**src/shared/seq_pkg.sv**
```systemverilog
/*
  seq_pkg: constants, address map, encodings and carrier structs of the
  program sequencer.
  assumes: included ahead of every file that uses the sequencer.
*/
`default_nettype none
package seq_pkg;
    // -------------------------------------------------------------
    // widths and sizes
    // -------------------------------------------------------------
    localparam int PC_W        = 15;
    localparam int LOW_W       = 13;
    localparam int WORD_W      = 16;
    localparam int STACK_DEPTH = 8;
    localparam int GP_WORDS    = 224;
    localparam int BANK_LO     = 5;
    localparam int BANK_HI     = 6;
    localparam int PH_LAST     = 3;
    localparam logic [3:0] STACK_FULL  = 4'h8;
    localparam logic [3:0] PHASE_FIRST = 4'h1;
    // -------------------------------------------------------------
    // data space map
    // -------------------------------------------------------------
    localparam logic [7:0] ADDR_IND_A    = 8'h00;
    localparam logic [7:0] ADDR_PTR_A    = 8'h01;
    localparam logic [7:0] ADDR_IND_B    = 8'h02;
    localparam logic [7:0] ADDR_PTR_B    = 8'h03;
    localparam logic [7:0] ADDR_BANK     = 8'h04;
    localparam logic [7:0] ADDR_PCL      = 8'h06;
    localparam logic [7:0] ADDR_TABLE_POINTER_LOW     = 8'h07;
    localparam logic [7:0] ADDR_TABLE_RESULT_HIGH     = 8'h08;
    localparam logic [7:0] ADDR_TABLE_PAGE_SELECT     = 8'h1F;
    localparam logic [7:0] ADDR_GP_FIRST = 8'h20;
    localparam logic [7:0] RESET_BYTE    = 8'h00;
    // -------------------------------------------------------------
    // program addresses
    // -------------------------------------------------------------
    localparam logic [14:0] VEC_RESET = 15'h0000;
    localparam logic [14:0] VEC_EXT   = 15'h0004;
    localparam logic [14:0] VEC_T0    = 15'h0008;
    localparam logic [14:0] VEC_T1    = 15'h000C;
    localparam logic [6:0]  LAST_PAGE = 7'h5F;
    // -------------------------------------------------------------
    // timing: start-up in system clock periods, clk is that clock
    // -------------------------------------------------------------
    localparam int STARTUP_TSYS   = 1024;
    localparam int CLK_PER_TSYS   = 1;
    localparam int STARTUP_CYCLES = STARTUP_TSYS * CLK_PER_TSYS;
    localparam int STARTUP_W      = 11;
    localparam logic [10:0] STARTUP_LAST = 11'(STARTUP_CYCLES - 1);
    // -------------------------------------------------------------
    // types
    // -------------------------------------------------------------
    typedef enum logic [2:0] {
        OP_NONE, OP_JUMP, OP_CALL, OP_SKIP, OP_RETURN_PLAIN,
        OP_RETURN_FROM_IRQ, OP_TABLE_READ_PAGED, OP_TABLE_READ_LAST_PAGE
    } seq_op_t;
    typedef enum logic [1:0] {RUN_STARTUP, RUN_ACTIVE, RUN_HALTED}
        run_state_t;
    typedef struct packed {
        seq_op_t     op;
        logic [12:0] target;
        logic [7:0]  tableDest;
    } seq_ctrl_t;
    typedef struct packed {
        logic       write;
        logic       read;
        logic [7:0] addr;
        logic [7:0] wdata;
    } mem_req_t;
endpackage
`default_nettype wire

```
**src/rtl/program_sequencer_stack.sv**
```systemverilog
/*
  program_sequencer_stack: four-phase timing, fetch/execute pipeline,
  program counter, return stack, table reads and the sequencer's own
  data space (pointers, bank, table registers, bytes 20H..FFH).
  assumes: the program rom answers romAddr within one clock; ctrl and
  mem come from the execution unit on clk; irqPending lines are flags
  already gated by their enables and master enable.
*/
// Contract
// RULE_01 - clock splits into four phases; one instruction cycle is four clocks
// RULE_02 - fetch overlaps execute; a counter-changing instruction takes two cycles
// RULE_03 - counter advances by one after every program word fetch
// RULE_04 - taken skip discards the prefetched word and inserts a dummy cycle
// RULE_05 - taken skip adds two to low thirteen bits, bank bits kept
// RULE_06 - writing counter low byte loads low eight bits: short jump
// RULE_07 - chip reset clears the program counter to zero
// RULE_08 - acknowledged interrupt loads 004H, 008H or 00CH by source
// RULE_09 - three banks of 8192 words; jumps take bank bits 5 and 6; code does not limit these bits and uses all four values as banks
// RULE_10 - call or interrupt acknowledge pushes only the program counter
// RULE_11 - either return pops the stack into the whole counter
// RULE_12 - stack has eight levels, hidden from software with its index
// RULE_13 - full stack holds off interrupt acknowledge until a return
// RULE_14 - call on full stack overwrites oldest entry, keeps newest eight
// RULE_15 - reset sets the stack index to empty
// RULE_16 - paged table read: page register plus pointer; low to [m], high kept
// RULE_17 - last-page table read uses fixed upper bits 1011111
// RULE_18 - table result register is read only; writes ignored
// RULE_19 - every table read takes two instruction cycles
// RULE_20 - unimplemented addresses below 20H read as zero
// RULE_21 - general purpose bytes 20H..FFH, direct and through both pointers
// RULE_22 - hold execution 1024 clocks after reset or wake from halt
// RULE_23 - simultaneous interrupts served external, timer zero, timer one
`timescale 1ns/1ps
`default_nettype none
module program_sequencer_stack (
    // clock and reset
    input  wire logic                clk,
    input  wire logic                rst_n,
    // program rom
    output logic [14:0]              romAddr,
    input  wire logic [15:0]         romData,
    // execution unit
    output logic [15:0]              instrWord,
    output logic                     instrValid,
    output logic [3:0]               phase,
    output logic                     running,
    input  wire seq_pkg::seq_ctrl_t  ctrl,
    input  wire logic                haltRequest,
    // data space
    input  wire seq_pkg::mem_req_t   mem,
    output logic [7:0]               memRdata,
    // interrupts and wake
    input  wire logic [2:0]          irqPending,
    output logic [2:0]               irqAck,
    output logic                     irqReturn,
    input  wire logic                wakePin
);
    import seq_pkg::*;

    // -------------------------------------------------------------
    // functions
    // -------------------------------------------------------------
    // indirect slots map through a pointer; pointing back at a slot
    // gives an invalid access (reads zero, writes dropped)
    function automatic logic [8:0] resolveSlot(
        input logic [7:0] a,
        input logic [7:0] pa,
        input logic [7:0] pb);
        logic [7:0] t;
        logic       ind;
        t   = (a == ADDR_IND_A) ? pa : ((a == ADDR_IND_B) ? pb : a);
        ind = (a == ADDR_IND_A) || (a == ADDR_IND_B);
        resolveSlot = {!(ind && (t == ADDR_IND_A || t == ADDR_IND_B)), t};
    endfunction

    function automatic logic [2:0] pickIrq(input logic [2:0] p);
        pickIrq = p[0] ? 3'h1 : (p[1] ? 3'h2 : (p[2] ? 3'h4 : 3'h0));
    endfunction

    // -------------------------------------------------------------
    // state
    // -------------------------------------------------------------
    run_state_t         runState;
    run_state_t         next_runState;
    logic [STARTUP_W-1:0] startupCount;
    logic               wakeMeta;
    logic               wakeSync;
    logic [14:0]        pc;
    logic [15:0]        holdWord;
    logic               tableCycle;
    logic [7:0]         tableDest;
    logic [14:0]        stackMem [STACK_DEPTH];
    logic [2:0]         topPtr;
    logic [3:0]         depth;
    logic [7:0]         ptrA;
    logic [7:0]         ptrB;
    logic [7:0]         bankSel;
    logic [7:0]         table_pointer_low;
    logic [7:0]         table_page_select;
    logic [7:0]         table_result_high;
    logic [7:0]         pclValue;
    logic               pclPending;
    logic [7:0]         gpRam [GP_WORDS];
    logic [7:0]         readValue;
    logic               readHit;

    // -------------------------------------------------------------
    // wake synchroniser and run control
    // -------------------------------------------------------------
    always_ff @(posedge clk or negedge rst_n) begin
        if (!rst_n) begin
            wakeMeta <= 1'b0;
            wakeSync <= 1'b0;
        end else begin
            wakeMeta <= wakePin;
            wakeSync <= wakeMeta;
        end
    end

    always_comb begin
        next_runState = runState;
        case (runState)
            RUN_STARTUP: begin
                if (startupCount == STARTUP_LAST)
                    next_runState = RUN_ACTIVE;  // [RULE_22]
            end
            RUN_ACTIVE: begin
                if (phase[PH_LAST] && haltRequest)
                    next_runState = RUN_HALTED;
            end
            RUN_HALTED: begin
                if (wakeSync)
                    next_runState = RUN_STARTUP;  // [RULE_22]
            end
            default: next_runState = RUN_STARTUP;
        endcase
    end

    wire leaveStartup = (runState == RUN_STARTUP) &&
                        (next_runState == RUN_ACTIVE);
    // restart the phases so the first cycle after start-up is whole
    wire [3:0] next_phase = leaveStartup ? PHASE_FIRST
                                         : {phase[2:0], phase[3]};

    always_ff @(posedge clk or negedge rst_n) begin
        if (!rst_n) begin
            runState     <= RUN_STARTUP;  // [RULE_22]
            startupCount <= '0;
            running      <= 1'b0;
            phase        <= PHASE_FIRST;
        end else begin
            runState     <= next_runState;
            startupCount <= (runState == RUN_STARTUP) ?
                            startupCount + 11'h001 : '0;
            running      <= (next_runState == RUN_ACTIVE);
            phase        <= next_phase;  // [RULE_01]
        end
    end

    // -------------------------------------------------------------
    // decode of the executing instruction
    // -------------------------------------------------------------
    wire     cycleEnd = phase[PH_LAST] && (runState == RUN_ACTIVE);
    seq_op_t execOp;
    assign   execOp = instrValid ? ctrl.op : OP_NONE;
    wire     isRet  = (execOp == OP_RETURN_PLAIN) ||
                      (execOp == OP_RETURN_FROM_IRQ);
    wire     isTab  = (execOp == OP_TABLE_READ_PAGED) ||
                      (execOp == OP_TABLE_READ_LAST_PAGE);
    wire     isBranch = (execOp == OP_JUMP) || (execOp == OP_CALL);
    wire     stackFull = (depth == STACK_FULL);
    wire     storeLow  = cycleEnd && tableCycle;

    // write port shared by the bus and the table low-byte store
    wire       wrEn   = mem.write || storeLow;
    wire [7:0] wrAddr = storeLow ? tableDest : mem.addr;
    wire [7:0] wrData = storeLow ? romData[7:0] : mem.wdata;
    wire [8:0] wrSlot = resolveSlot(wrAddr, ptrA, ptrB);
    wire [8:0] rdSlot = resolveSlot(mem.addr, ptrA, ptrB);
    wire       pclHit = wrEn && (wrSlot == {1'b1, ADDR_PCL});
    wire       loadPcl = pclHit || pclPending;

    // a pending interrupt only enters at a plain instruction boundary
    wire [2:0] irqPick = pickIrq(irqPending);  // [RULE_23]
    // dummy cycles are excluded so a vector's first word always executes
    wire irqTake = cycleEnd && !tableCycle && instrValid &&
                   (execOp == OP_NONE) &&
                   !loadPcl && !stackFull && (irqPending != 3'h0);  // [RULE_13]
    wire [14:0] irqVector = irqPick[0] ? VEC_EXT :
                            (irqPick[1] ? VEC_T0 : VEC_T1);  // [RULE_08]

    // -------------------------------------------------------------
    // program counter targets
    // -------------------------------------------------------------
    // pc holds the word being fetched, i.e. one past the executing
    // instruction, so +1 here lands two past the skipping instruction
    wire [14:0] pcPlus = pc + 15'h0001;  // [RULE_03]
    wire [14:0] skipTarget = {pc[14:13], pc[12:0] + 13'h0001};  // [RULE_05]
    wire [14:0] bankedTarget = {bankSel[BANK_HI:BANK_LO], ctrl.target};  // [RULE_09]
    wire [7:0]  pclByte   = pclHit ? wrData : pclValue;
    wire [14:0] pclTarget = {pc[14:8], pclByte};  // [RULE_06]
    wire [14:0] popAddr   = stackMem[topPtr];
    wire [14:0] tableAddr = (execOp == OP_TABLE_READ_PAGED) ?
                            {table_page_select[6:0], table_pointer_low} :  // [RULE_16]
                            {LAST_PAGE, table_pointer_low};  // [RULE_17]

    wire takeTransfer = cycleEnd && !tableCycle &&
                        (isBranch || isRet || (execOp == OP_SKIP) ||
                         loadPcl || irqTake);
    wire [14:0] transferTarget =
        isBranch ? bankedTarget :
        ((execOp == OP_SKIP) ? skipTarget :
        (isRet ? popAddr :  // [RULE_11]
        (loadPcl ? pclTarget : irqVector)));
    wire startTable = cycleEnd && !tableCycle && isTab && !loadPcl;

    wire [14:0] next_pc = tableCycle ? pc :
                          (takeTransfer ? transferTarget : pcPlus);
    wire [14:0] next_romAddr = tableCycle ? pc :
                               (takeTransfer ? transferTarget :
                               (startTable ? tableAddr : pcPlus));
    wire [15:0] next_instrWord  = tableCycle ? holdWord : romData;
    // a transfer or table read leaves a dummy cycle behind it
    wire        next_instrValid = tableCycle ||
                                  !(takeTransfer || startTable);  // [RULE_02] [RULE_04]

    // -------------------------------------------------------------
    // fetch pipeline
    // -------------------------------------------------------------
    always_ff @(posedge clk or negedge rst_n) begin
        if (!rst_n) begin
            pc         <= VEC_RESET;  // [RULE_07]
            romAddr    <= VEC_RESET;
            instrWord  <= 16'h0000;
            instrValid <= 1'b0;
            tableCycle <= 1'b0;
        end else if (cycleEnd) begin
            pc         <= next_pc;
            romAddr    <= next_romAddr;
            instrWord  <= next_instrWord;
            instrValid <= next_instrValid;
            tableCycle <= startTable;  // [RULE_19]
        end
    end

    always_ff @(posedge clk or negedge rst_n) begin
        if (!rst_n) begin
            holdWord  <= 16'h0000;
            tableDest <= RESET_BYTE;
            table_result_high      <= RESET_BYTE;
        end else begin
            if (startTable) begin
                holdWord  <= romData;
                tableDest <= ctrl.tableDest;
            end
            if (storeLow)
                table_result_high <= romData[15:8];  // [RULE_16] [RULE_18]
        end
    end

    always_ff @(posedge clk or negedge rst_n) begin
        if (!rst_n) begin
            irqAck    <= 3'h0;
            irqReturn <= 1'b0;
        end else begin
            irqAck    <= irqTake ? irqPick : 3'h0;
            irqReturn <= takeTransfer && (execOp == OP_RETURN_FROM_IRQ);
        end
    end

    // -------------------------------------------------------------
    // return stack: circular, so a push when full drops the oldest
    // -------------------------------------------------------------
    wire push = cycleEnd && !tableCycle &&
                ((execOp == OP_CALL) || irqTake);  // [RULE_10]
    wire pop  = cycleEnd && !tableCycle && isRet;

    always_ff @(posedge clk or negedge rst_n) begin
        if (!rst_n) begin
            topPtr <= 3'h0;
            depth  <= 4'h0;  // [RULE_15]
        end else if (push) begin
            topPtr <= topPtr + 3'h1;
            depth  <= stackFull ? depth : depth + 4'h1;  // [RULE_14]
        end else if (pop && depth != 4'h0) begin
            topPtr <= topPtr - 3'h1;
            depth  <= depth - 4'h1;
        end
    end

    // no bus path reaches the entries or the index
    always_ff @(posedge clk) begin
        if (push)
            stackMem[topPtr + 3'h1] <= pc;  // [RULE_12]
    end

    // -------------------------------------------------------------
    // data space registers and general purpose bytes
    // -------------------------------------------------------------
    wire [7:0] wrIdx = wrSlot[7:0] - ADDR_GP_FIRST;
    wire [7:0] rdIdx = rdSlot[7:0] - ADDR_GP_FIRST;
    wire       wrOk  = wrEn && wrSlot[8];

    always_ff @(posedge clk or negedge rst_n) begin
        if (!rst_n) begin
            ptrA    <= RESET_BYTE;
            ptrB    <= RESET_BYTE;
            bankSel <= RESET_BYTE;
            table_pointer_low    <= RESET_BYTE;
            table_page_select    <= RESET_BYTE;
        end else if (wrOk) begin
            case (wrSlot[7:0])
                ADDR_PTR_A: ptrA    <= wrData;
                ADDR_PTR_B: ptrB    <= wrData;
                ADDR_BANK:  bankSel <= wrData;
                ADDR_TABLE_POINTER_LOW:  table_pointer_low    <= wrData;
                ADDR_TABLE_PAGE_SELECT:  table_page_select    <= wrData;
                default:    ;  // table result is not writable [RULE_18]
            endcase
        end
    end

    // a bus write to the low byte lands at the end of its cycle
    always_ff @(posedge clk or negedge rst_n) begin
        if (!rst_n) begin
            pclValue   <= RESET_BYTE;
            pclPending <= 1'b0;
        end else begin
            if (pclHit)
                pclValue <= wrData;
            pclPending <= cycleEnd ? 1'b0 : (pclHit || pclPending);  // [RULE_06]
        end
    end

    // data memory has no reset; its content is undefined at start
    always_ff @(posedge clk) begin
        if (wrOk && wrSlot[7:0] >= ADDR_GP_FIRST)
            gpRam[wrIdx] <= wrData;  // [RULE_21]
    end

    always_comb begin
        readValue = RESET_BYTE;
        readHit   = 1'b0;
        if (rdSlot[8]) begin
            readHit = 1'b1;
            if (rdSlot[7:0] >= ADDR_GP_FIRST) begin
                readValue = gpRam[rdIdx];  // [RULE_21]
            end else begin
                case (rdSlot[7:0])
                    ADDR_PTR_A: readValue = ptrA;
                    ADDR_PTR_B: readValue = ptrB;
                    ADDR_BANK:  readValue = bankSel;
                    ADDR_PCL:   readValue = pc[7:0];
                    ADDR_TABLE_POINTER_LOW:  readValue = table_pointer_low;
                    ADDR_TABLE_RESULT_HIGH:  readValue = table_result_high;
                    ADDR_TABLE_PAGE_SELECT:  readValue = table_page_select;
                    default:    readHit   = 1'b0;  // [RULE_20]
                endcase
            end
        end
    end

    always_ff @(posedge clk or negedge rst_n) begin
        if (!rst_n)
            memRdata <= RESET_BYTE;
        else if (mem.read)
            memRdata <= readValue;
    end

    logic [STARTUP_W-1:0] stayCount;
    always_ff @(posedge clk or negedge rst_n) begin
        if (!rst_n)
            stayCount <= '0;
        else
            stayCount <= (runState == RUN_STARTUP) ? stayCount + 11'h001
                                                   : '0;
    end
endmodule // program_sequencer_stack
`default_nettype wire

```
**config.mk**
```make
export PLATFORM = sky130hd
export DESIGN_NAME = program_sequencer_stack
export DESIGN_NICKNAME = d
export VERILOG_FILES = /design/src/shared/seq_pkg.sv /design/src/rtl/program_sequencer_stack.sv
export SDC_FILE = /design/constraint.sdc
export NUM_CORES = 2
export LEC_CHECK = 0
export BUFFER_PORTS_ARGS = -buffer_cell sky130_fd_sc_hd__buf_2
export CORE_MARGIN = 2
export CORE_UTILIZATION = 60
export CTS_BUF_LIST = sky130_fd_sc_hd__clkbuf_4
export DETAILED_ROUTE_END_ITERATION = 7
export PLACE_DENSITY_LB_ADDON = 0.1
export SYNTH_ARGS = -nofsm -noshare
export SYNTH_HDL_FRONTEND = slang
export SYNTH_SLANG_ARGS = --single-unit
```
**constraint.sdc**
```tcl
create_clock -name clk -period 5.5 [get_ports clk]
set_clock_uncertainty 0.05 [all_clocks]
set_input_delay 0.825 -clock clk [delete_from_list [all_inputs] [get_ports clk]]
set_output_delay 0.825 -clock clk [all_outputs]
set_load 0.02 [all_outputs]
```
# Yosys cells after proc, flatten, opt, wreduce, memory -nomap -nowiden
# Memories as Yosys holds them, arrays and structs flattened.
# Cells that the tools add are included.
dict set report totals {
  memories 2
  latchBits 0
  out_inout_bits 49
  rom_bits 0
  inputBits 65
  ram_bits 1912
  regBits 168
}
# memory depth width read_ports rd_clocked_by_memory_dff wr line_no
set memory_table {}
lappend memory_table {gpRam 224 8 1 0 1 program_sequencer_stack.sv:103} ;# logic [7:0] gpRam [GP_WORDS];
lappend memory_table {stackMem 8 15 1 0 1 program_sequencer_stack.sv:92} ;# logic [14:0] stackMem [STACK_DEPTH];
dict set report op_classes {
  add_sub_neg 9
  n_lt_le_gt_ge 2
  multipliers 0
  mux 43
  eq_ne 30
  n_reduce_logical 59
  div_mod_pow 0
  n_bitwise 1
  n_shift 0
}
# op n
set op_table {}
lappend op_table {{$mux 15} 9}
lappend op_table {{$mux 8} 9}
lappend op_table {{$pmux 8 s7} 1}
lappend op_table {{$eq 8x2->1 const B} 6}
lappend op_table {{$eq 8x3->1 const B} 5}
lappend op_table {{$logic_not 8->1} 4}
lappend op_table {{$mux 3} 8}
lappend op_table {{$logic_and 1x1->1} 22}
lappend op_table {{$mux 4} 5}
lappend op_table {{$eq 8x1->1 const B} 2}
lappend op_table {{$eq 8x5->1 const B} 2}
lappend op_table {{$ge 8x6->1 const B} 2}
lappend op_table {{$logic_or 1x1->1} 16}
lappend op_table {{$mux 16} 1}
lappend op_table {{$sub 8x6->8 const B} 2}
lappend op_table {{$add 15x1->15 const B} 1}
lappend op_table {{$reduce_and 2->1} 7}
lappend op_table {{$add 13x1->13 const B} 1}
lappend op_table {{$eq 3x3->1 const B} 4}
lappend op_table {{$add 11x1->11 const B} 1}
lappend op_table {{$eq 11x10->1 const B} 1}
lappend op_table {{$mux 11} 1}
lappend op_table {{$eq 9x9->1 const B} 1}
lappend op_table {{$eq 8x4->1 const B} 1}
lappend op_table {{other kinds (20)} 32}

# Longest topological paths before layout
dict set report logic_depth {
  ltp_word 23
  mapped_depth 17
}

# Least setup slack after synthesis
# Ideal clock, no wire load.
dict set report synth_path {
  kind {input to register}
  from {in mem[8] (netlist name)}
  to {mem stackMem[1][0], enable pin}
  t_arrival_ns 4.582
  path_stages 10
  path_slack_ns 0.442
  path_cell_list {or4_1 buf_2 nor3_4 o21ai_2 a2bb2oi_1 nor2b_1 buf_2 a311oi_1 o21ai_2 nor4_1}
}
dict set report synth_via {
  elab_chain_cells 19
}
# element line_no
set synth_lines {}
lappend synth_lines {{start, declared} program_sequencer_stack.sv:50} ;# input wire seq_pkg::mem_req_t mem,
lappend synth_lines {{$mux 8 *} program_sequencer_stack.sv:176} ;# wire [7:0] wrAddr = storeLow ? tableDest : mem.addr;
lappend synth_lines {{$eq 8x2->1} {program_sequencer_stack.sv:71, program_sequencer_stack.sv:72}}
lappend synth_lines {{$mux 8 (2 in series)} program_sequencer_stack.sv:71} ;# t = (a == ADDR_IND_A) ? pa : ((a == ADDR_IND_B) ? pb : a);
lappend synth_lines {{$eq 8x2->1 / $logic_not 8->1 (equally long branches)} program_sequencer_stack.sv:73} ;# resolveSlot = {!(ind && (t == ADDR_IND_A || t == ADDR_IND_B)), t};
lappend synth_lines {{$logic_or 1x1->1} program_sequencer_stack.sv:73}
lappend synth_lines {{$logic_and 1x1->1} program_sequencer_stack.sv:73}
lappend synth_lines {{$logic_not 1->1} program_sequencer_stack.sv:73}
lappend synth_lines {{$eq 9x9->1 *} program_sequencer_stack.sv:180} ;# wire pclHit = wrEn && (wrSlot == {1'b1, ADDR_PCL});
lappend synth_lines {{$logic_and 1x1->1 *} program_sequencer_stack.sv:180}
lappend synth_lines {{$logic_or 1x1->1 *} program_sequencer_stack.sv:181} ;# wire loadPcl = pclHit || pclPending;
lappend synth_lines {{$logic_not 1->1 *} program_sequencer_stack.sv:188} ;# !loadPcl && !stackFull && (irqPending != 3'h0);
lappend synth_lines {{$logic_and 1x1->1 *} program_sequencer_stack.sv:187} ;# (execOp == OP_NONE) &&
lappend synth_lines {{$logic_and 1x1->1 * (2 in series)} program_sequencer_stack.sv:188}
lappend synth_lines {{$logic_or 1x1->1 *} program_sequencer_stack.sv:275} ;# ((execOp == OP_CALL) || irqTake);
lappend synth_lines {{$logic_and 1x1->1 *} program_sequencer_stack.sv:274} ;# wire push = cycleEnd && !tableCycle &&
lappend synth_lines {{$mux 1 *} program_sequencer_stack.sv:293} ;# if (push)
lappend synth_lines {{$mux 1 (not written as such) *} program_sequencer_stack.sv:294} ;# stackMem[topPtr + 3'h1] <= pc;
lappend synth_lines {{end, declared} program_sequencer_stack.sv:92}
# Every way passes the cells marked *; elsewhere a longest branch is shown, timed or not.

# Worst setup path in the final report
dict set report layout_path {
  from {reg ptrA[0]}
  to {reg memRdata[7]}
}
dict set report layout_via {
  elab_chain_cells 5
}
# element line_no
set layout_lines {}
lappend layout_lines {{start, declared} program_sequencer_stack.sv:95} ;# logic [7:0] ptrA;
lappend layout_lines {{start signal, assigned} program_sequencer_stack.sv:313} ;# ADDR_PTR_A: ptrA <= wrData;
lappend layout_lines {{$mux 8 *} program_sequencer_stack.sv:71}
lappend layout_lines {{$sub 8x6->8 (tied with other cells)} program_sequencer_stack.sv:301} ;# wire [7:0] rdIdx = rdSlot[7:0] - ADDR_GP_FIRST;
lappend layout_lines {{$mem_v2 224x8 (tied with other cells)} n/a}
lappend layout_lines {{$mux 8 / $logic_and 1x1->1 (equally long branches)} {program_sequencer_stack.sv:346, program_sequencer_stack.sv:73}}
lappend layout_lines {{$mux 8 *} program_sequencer_stack.sv:344} ;# if (rdSlot[8]) begin
lappend layout_lines {{end signal, assigned} program_sequencer_stack.sv:367} ;# memRdata <= readValue;
lappend layout_lines {{end, declared} program_sequencer_stack.sv:51} ;# output logic [7:0] memRdata,
# Marked as above.
# A chain may end at the register's enable or synchronous reset.

==> impl_results.html <==
<table>
<tr><th>Metric</th><th>Value</th></tr>
<tr><th colspan="2">Hold path</th></tr>
<tr><td>Terminating pin of the worst hold path</td><td>irqAck[1]</td></tr>
<tr><td>Number of cells traversed by the worst hold path</td><td>5</td></tr>
<tr><td>Min-delay worst type</td><td>in2reg</td></tr>
<tr><td>Startpoint of the worst hold path</td><td>ctrl[23]</td></tr>
<tr><th colspan="2">Timing</th></tr>
<tr><td>Setup total negative slack</td><td>-0.0795 ns</td></tr>
<tr><td>Final period utilization</td><td>101%</td></tr>
<tr><td>Final Max Tran Viols</td><td>0</td></tr>
<tr><td>Tmin final</td><td>5.58 ns</td></tr>
<tr><td>Slew at the pin closest to its max-slew limit</td><td>1.30 ns</td></tr>
<tr><td>Final setup violation count</td><td>1</td></tr>
<tr><td>Slew margin rel.</td><td>11.1%</td></tr>
<tr><td>Worst path setup slack after routing</td><td>-0.0795 ns</td></tr>
<tr><td>Number of hold violations in the final report</td><td>0</td></tr>
<tr><td>Unrepaired setup endpoints after global routing</td><td>false</td></tr>
<tr><td>Maximum clock rate</td><td>179 MHz</td></tr>
<tr><th colspan="2">Setup path</th></tr>
<tr><td>Critical path start-end classification</td><td>reg2reg</td></tr>
<tr><td>Capturing element type of the critical path</td><td>flop</td></tr>
<tr><td>FF-to-FF path depth</td><td>13</td></tr>
<tr><td>Worst R2R End</td><td>memRdata[7]</td></tr>
<tr><td>Launching element of the worst setup path</td><td>ptrA[0]</td></tr>
<tr><td>Slowest stage cell on the critical path</td><td>sky130_fd_sc_hd__o31ai_4</td></tr>
<tr><td>Worst flop-to-flop path startpoint</td><td>ptrA[0]</td></tr>
<tr><td>Max Fanout on Critical Path</td><td>40</td></tr>
<tr><td>Count of buffer and inverter cells on the critical path</td><td>3</td></tr>
<tr><td>Arrival time of data at the critical path endpoint</td><td>6.65 ns</td></tr>
<tr><td>Ordered cell list for the critical path</td><td>mux2i_1 -&gt; o31ai_4 -&gt; buf_12 -&gt; buf_12 -&gt; mux2i_1 -&gt; mux2i_1 -&gt; a21oi_1 -&gt; a21oi_1 -&gt; a221oi_1 -&gt; a31oi_1 -&gt; a311oi_1 -&gt; buf_4 -&gt; o41ai_1</td></tr>
<tr><td>FF-to-FF setup slack</td><td>-0.08 ns</td></tr>
<tr><td>CP required</td><td>6.58 ns</td></tr>
<tr><td>Launching element type of the critical path</td><td>flop</td></tr>
<tr><td>Crit-path most repeated cell</td><td>sky130_fd_sc_hd__mux2i_1</td></tr>
<tr><td>Top cell family by delay on the critical path</td><td>compound AO/OA/AOI/OAI gates</td></tr>
<tr><td>Largest stage delay on the critical path</td><td>0.94 ns</td></tr>
<tr><th colspan="2">Placed design</th></tr>
<tr><td>Routability congestion estimate from global placement</td><td>1.02</td></tr>
<tr><td>DPL Wire Length</td><td>173 mm</td></tr>
<tr><td>Number of buffers added on ports</td><td>113</td></tr>
<tr><td>Setup Slack @ Placement</td><td>-0.571 ns</td></tr>
<tr><th colspan="2">Clocking</th></tr>
<tr><td>Clock Sink Count</td><td>2080</td></tr>
<tr><td>Clock latency of the later-clocked register in the worst-skew pair</td><td>1.32 ns</td></tr>
<tr><td>Number of buffers inserted by post-CTS setup repair</td><td>0</td></tr>
<tr><td>TritonCTS clock tree</td><td>built</td></tr>
<tr><td>Post-CTS clock slew at the launch and capture registers of the worst setup and hold paths</td><td>0.07 ns</td></tr>
<tr><td>Total number of H-tree levels</td><td>6</td></tr>
<tr><td>Clock buffer depth</td><td>4</td></tr>
<tr><td>Root buffer cell</td><td>sky130_fd_sc_hd__clkbuf_4</td></tr>
<tr><td>Total CTS buffers</td><td>547</td></tr>
<tr><th colspan="2">Die</th></tr>
<tr><td>Std-Cell Rows</td><td>137</td></tr>
<tr><td>Overall die width</td><td>380 microns</td></tr>
<tr><td>Total die area</td><td>144000 sq um</td></tr>
<tr><td>Number of placed I/O pins</td><td>114</td></tr>
<tr><td>Starting utilization of the core area</td><td>60.6%</td></tr>
<tr><td>Die height</td><td>380 microns</td></tr>
<tr><td>Core region area</td><td>140000 sq um</td></tr>
<tr><th colspan="2">Outcome</th></tr>
<tr><td>Outcome</td><td>finished, violations left</td></tr>
<tr><td>Violated checks</td><td>negative setup slack</td></tr>
<tr><th colspan="2">Power</th></tr>
<tr><td>Max VDD drop</td><td>0.244 mV</td></tr>
<tr><td>Proportion of power drawn by combinational gates</td><td>6.9%</td></tr>
<tr><td>Static leakage</td><td>35.5 nW</td></tr>
<tr><td>Switching share of power</td><td>24.1%</td></tr>
<tr><td>Power Internal</td><td>24.6 mW</td></tr>
<tr><td>Flop pwr share</td><td>53.5%</td></tr>
<tr><td>Power density relative to cell area</td><td>332 nW/um^2</td></tr>
<tr><td>Switching Power</td><td>7.82 mW</td></tr>
<tr><td>Power, Total</td><td>32.5 mW</td></tr>
<tr><td>Share of power burned in the clock network</td><td>39.6%</td></tr>
<tr><th colspan="2">Global route</th></tr>
<tr><td>Maximum number of pins on one net before global-route repair</td><td>127</td></tr>
<tr><td>Via count of the first global-routing pass</td><td>57700</td></tr>
<tr><td>Global-route wire length before repair</td><td>392 mm</td></tr>
<tr><td>Global-route usage over all layers</td><td>37.4%</td></tr>
<tr><td>Grt ovf</td><td>0</td></tr>
<tr><td>Initial antenna violation count</td><td>12</td></tr>
<tr><th colspan="2">Finish</th></tr>
<tr><td>Synth-to-Final Area Change</td><td>15.4%</td></tr>
<tr><td># nets final</td><td>7118</td></tr>
<tr><td>Final-layout fill cell count</td><td>9875</td></tr>
<tr><td>Proportion of layout cells with a drive suffix above 1</td><td>22.4%</td></tr>
<tr><th colspan="2">Job</th></tr>
<tr><td>Maximum Capacitance Violations</td><td>0</td></tr>
<tr><th colspan="2">Detailed routing</th></tr>
<tr><td>DR vias</td><td>59700</td></tr>
<tr><td>Total wire length after detailed routing</td><td>271 mm</td></tr>
<tr><td>1st-pass router iterations</td><td>7</td></tr>
<tr><td>Post-DRT Antenna Nets</td><td>0</td></tr>
<tr><td>Average wire per cell in the routed design</td><td>29.2 microns</td></tr>
<tr><td>Vias per Instance</td><td>6.43</td></tr>
<tr><td>Drt drc</td><td>0</td></tr>
<tr><td>Number of DRC violations after detailed-routing iteration 0</td><td>8799</td></tr>
<tr><th colspan="2">Synth</th></tr>
<tr><td>Unique masters post-synth</td><td>89</td></tr>
<tr><td>Number of enable-type register cells in the synthesized netlist</td><td>1912</td></tr>
<tr><td>Share of async-settable or async-resettable flops after synthesis</td><td>8.08%</td></tr>
<tr><td>Dominant cell type by area after synthesis</td><td>sky130_fd_sc_hd__edfxtp_1</td></tr>
<tr><td>Sequential cell area fraction in the yosys report</td><td>72.8%</td></tr>
<tr><td>Mapped cell area</td><td>84700 sq um</td></tr>
<tr><td>Synth top area share</td><td>67.8%</td></tr>
<tr><td>Number of standard cells after synthesis</td><td>6184</td></tr>
<tr><td>Top flip-flop cell by instance count after synthesis</td><td>sky130_fd_sc_hd__edfxtp_1</td></tr>
<tr><td>Warnings from Yosys</td><td>0</td></tr>
<tr><td>Main area contributors after synthesis</td><td>sky130_fd_sc_hd__edfxtp_1 (68%), sky130_fd_sc_hd__nand2_1 (6.5%), sky130_fd_sc_hd__dfrtp_1 (4.9%)</td></tr>
<tr><td>Post-synthesis area per instance</td><td>13.7 sq um</td></tr>
<tr><td>Number of storage elements in the synthesis netlist</td><td>2080</td></tr>
<tr><td>Total nets after synthesis</td><td>6258</td></tr>
</table>
-- logic make-up (layout without fill, tap and decap cells) --
group,Yosys count,count (layout),share of synthesized area [%]
and+or+nand+nor,2501,2501,12.6
DFF,2080,2080,72.8
AOI/OAI and AO/OA,888,888,7.21
buffers and inverters,423,1645,2.10
muxes,252,252,4.84
xor gates and xnor gates,31,31,0.321
adders and majority gates,9,9,0.142
other,0,11,0
-- metrics by stage --
step	area [sq um]	util, %	cells	hold WS, ns
finish	97700	69.9	9293	0.110
global route	97700	69.9	9290	0.0617
CTS	97700	69.9	9282	0.00137
detailed placement	90700	64.8	8317	0.290
global placement	90700	64.8	8317	0.287
floorplan	84700	-	6184	0.281
-- layout by cell type, fill, tap and decap left out, types with 19 or more instances in the layout --
| cell | instances |
|---|---|
| sky130_fd_sc_hd__buf_4 | 497 |
| sky130_fd_sc_hd__mux2i_1 | 118 |
| sky130_fd_sc_hd__a21oi_1 | 230 |
| sky130_fd_sc_hd__and3_1 | 156 |
| sky130_fd_sc_hd__o21ai_0 | 115 |
| sky130_fd_sc_hd__a211oi_1 | 46 |
| sky130_fd_sc_hd__a311oi_1 | 80 |
| sky130_fd_sc_hd__dlygate4sd3_1 | 53 |
| sky130_fd_sc_hd__a31oi_1 | 95 |
| sky130_fd_sc_hd__nand4_1 | 20 |
| sky130_fd_sc_hd__nand2_1 | 1461 |
| sky130_fd_sc_hd__o211ai_1 | 20 |
| sky130_fd_sc_hd__inv_1 | 19 |
| sky130_fd_sc_hd__clkinv_1 | 103 |
| sky130_fd_sc_hd__a32oi_1 | 65 |
| sky130_fd_sc_hd__o22ai_1 | 27 |
| sky130_fd_sc_hd__clkbuf_4 | 780 |
| sky130_fd_sc_hd__nand3_1 | 324 |
| sky130_fd_sc_hd__nor3_1 | 51 |
| sky130_fd_sc_hd__edfxtp_1 | 1912 |
| sky130_fd_sc_hd__buf_2 | 112 |
| sky130_fd_sc_hd__buf_12 | 41 |
| sky130_fd_sc_hd__a22oi_1 | 26 |
| sky130_fd_sc_hd__dfrtp_1 | 166 |
| sky130_fd_sc_hd__mux4_2 | 125 |
| sky130_fd_sc_hd__nor4_1 | 28 |
| sky130_fd_sc_hd__nor2_1 | 363 |
-- routing by layer --
metal	vias to the layer above	routed length [microns]	track usage, %
met5	-	64	0
met4	10	15500	20.3
met3	758	37200	11.4
met2	4438	121000	55.2
met1	29200	97400	50.4
li1	25300	-	-
-- timing repair --
item,in CTS,in global routing
setup endpoints to repair,0,0
hold buffers,54,0
gates resized for setup,0,0
endpoints found under the hold margin,152,0
-- synthesized netlist by cell type (14+ instances only) --
cell type,n
sky130_fd_sc_hd__a211oi_1,46
sky130_fd_sc_hd__o22ai_1,27
sky130_fd_sc_hd__clkbuf_1,205
sky130_fd_sc_hd__o211ai_1,20
sky130_fd_sc_hd__a2111oi_0,15
sky130_fd_sc_hd__buf_1,55
sky130_fd_sc_hd__a32oi_1,65
sky130_fd_sc_hd__a31oi_1,95
sky130_fd_sc_hd__dfrtp_1,167
sky130_fd_sc_hd__inv_1,27
sky130_fd_sc_hd__nand3_1,324
sky130_fd_sc_hd__a32o_1,17
sky130_fd_sc_hd__and3_1,156
sky130_fd_sc_hd__nor3_1,58
sky130_fd_sc_hd__nand4_1,20
sky130_fd_sc_hd__nand2_1,1462
sky130_fd_sc_hd__xor2_1,15
sky130_fd_sc_hd__buf_2,125
sky130_fd_sc_hd__mux2i_1,118
sky130_fd_sc_hd__o21ai_0,115
sky130_fd_sc_hd__xnor2_1,16
sky130_fd_sc_hd__a21oi_1,230
sky130_fd_sc_hd__nor2_1,371
sky130_fd_sc_hd__edfxtp_1,1912
sky130_fd_sc_hd__a22oi_1,26
sky130_fd_sc_hd__mux4_2,125
sky130_fd_sc_hd__nor4_1,30
sky130_fd_sc_hd__nor2b_1,14
sky130_fd_sc_hd__a311oi_1,80
sky130_fd_sc_hd__a221oi_1,16
-- registers in the layout, indices dropped and copies added, names as in the netlist, 4 cells and up --
register           cells
instrWord             16
table_page_select      8
stackMem             120
tableDest              8
gpRam               1792
phase                  4
table_result_high      8
holdWord              16
memRdata               8
table_pointer_low      8
ptrA                   8
bankSel                8
startupCount          11
pclValue               8
depth                  4
romAddr               15
ptrB                   8
pc                    15
-- worst min-delay path, stage by stage --
cell                      delay (ns)
sky130_fd_sc_hd__buf_2          0.16
sky130_fd_sc_hd__or2_2          0.14
sky130_fd_sc_hd__nor4_1         0.07
sky130_fd_sc_hd__nand3_1        0.15
sky130_fd_sc_hd__nor2_1         0.07
-- power by group through the flow --
stage | Sequential (mW) | Combinational (mW) | Clock, mW
floorplan | 17.7 | 1.02 | 0
global placement | 17.7 | 2.09 | 0
detailed placement | 17.7 | 2.11 | 0
CTS | 17.4 | 2.15 | 13.0
global route | 17.4 | 2.28 | 13.8
finish | 17.4 | 2.23 | 12.9
-- worst max-delay path by stage --
stage                                end  slack (ns)  cells after the start
after floorplan           stackMem[1][0]        0.44                     10
after global placement       memRdata[7]       -0.63                     14
after detailed placement     memRdata[7]       -0.57                     14
after CTS                    memRdata[7]        0.33                     13
after global routing       gpRam[140][5]        0.12                     10
final                        memRdata[7]       -0.08                     13
-- final cells by class --
cell class / instances / area, sq um / share of cell area, %
Antenna cell: 11 / 27.5 / 0.0282
Clock buffer: 780 / 5860 / 5.99
Clock inverter: 131 / 638 / 0.653
Inverter: 29 / 149 / 0.152
Multi-Input combinational cell: 3681 / 21400 / 21.9
Sequential cell: 2080 / 61600 / 63.0
Tap cell: 1876 / 2350 / 2.40
Timing Repair Buffer: 705 / 5680 / 5.81
(Power assumes the default switching activity.)
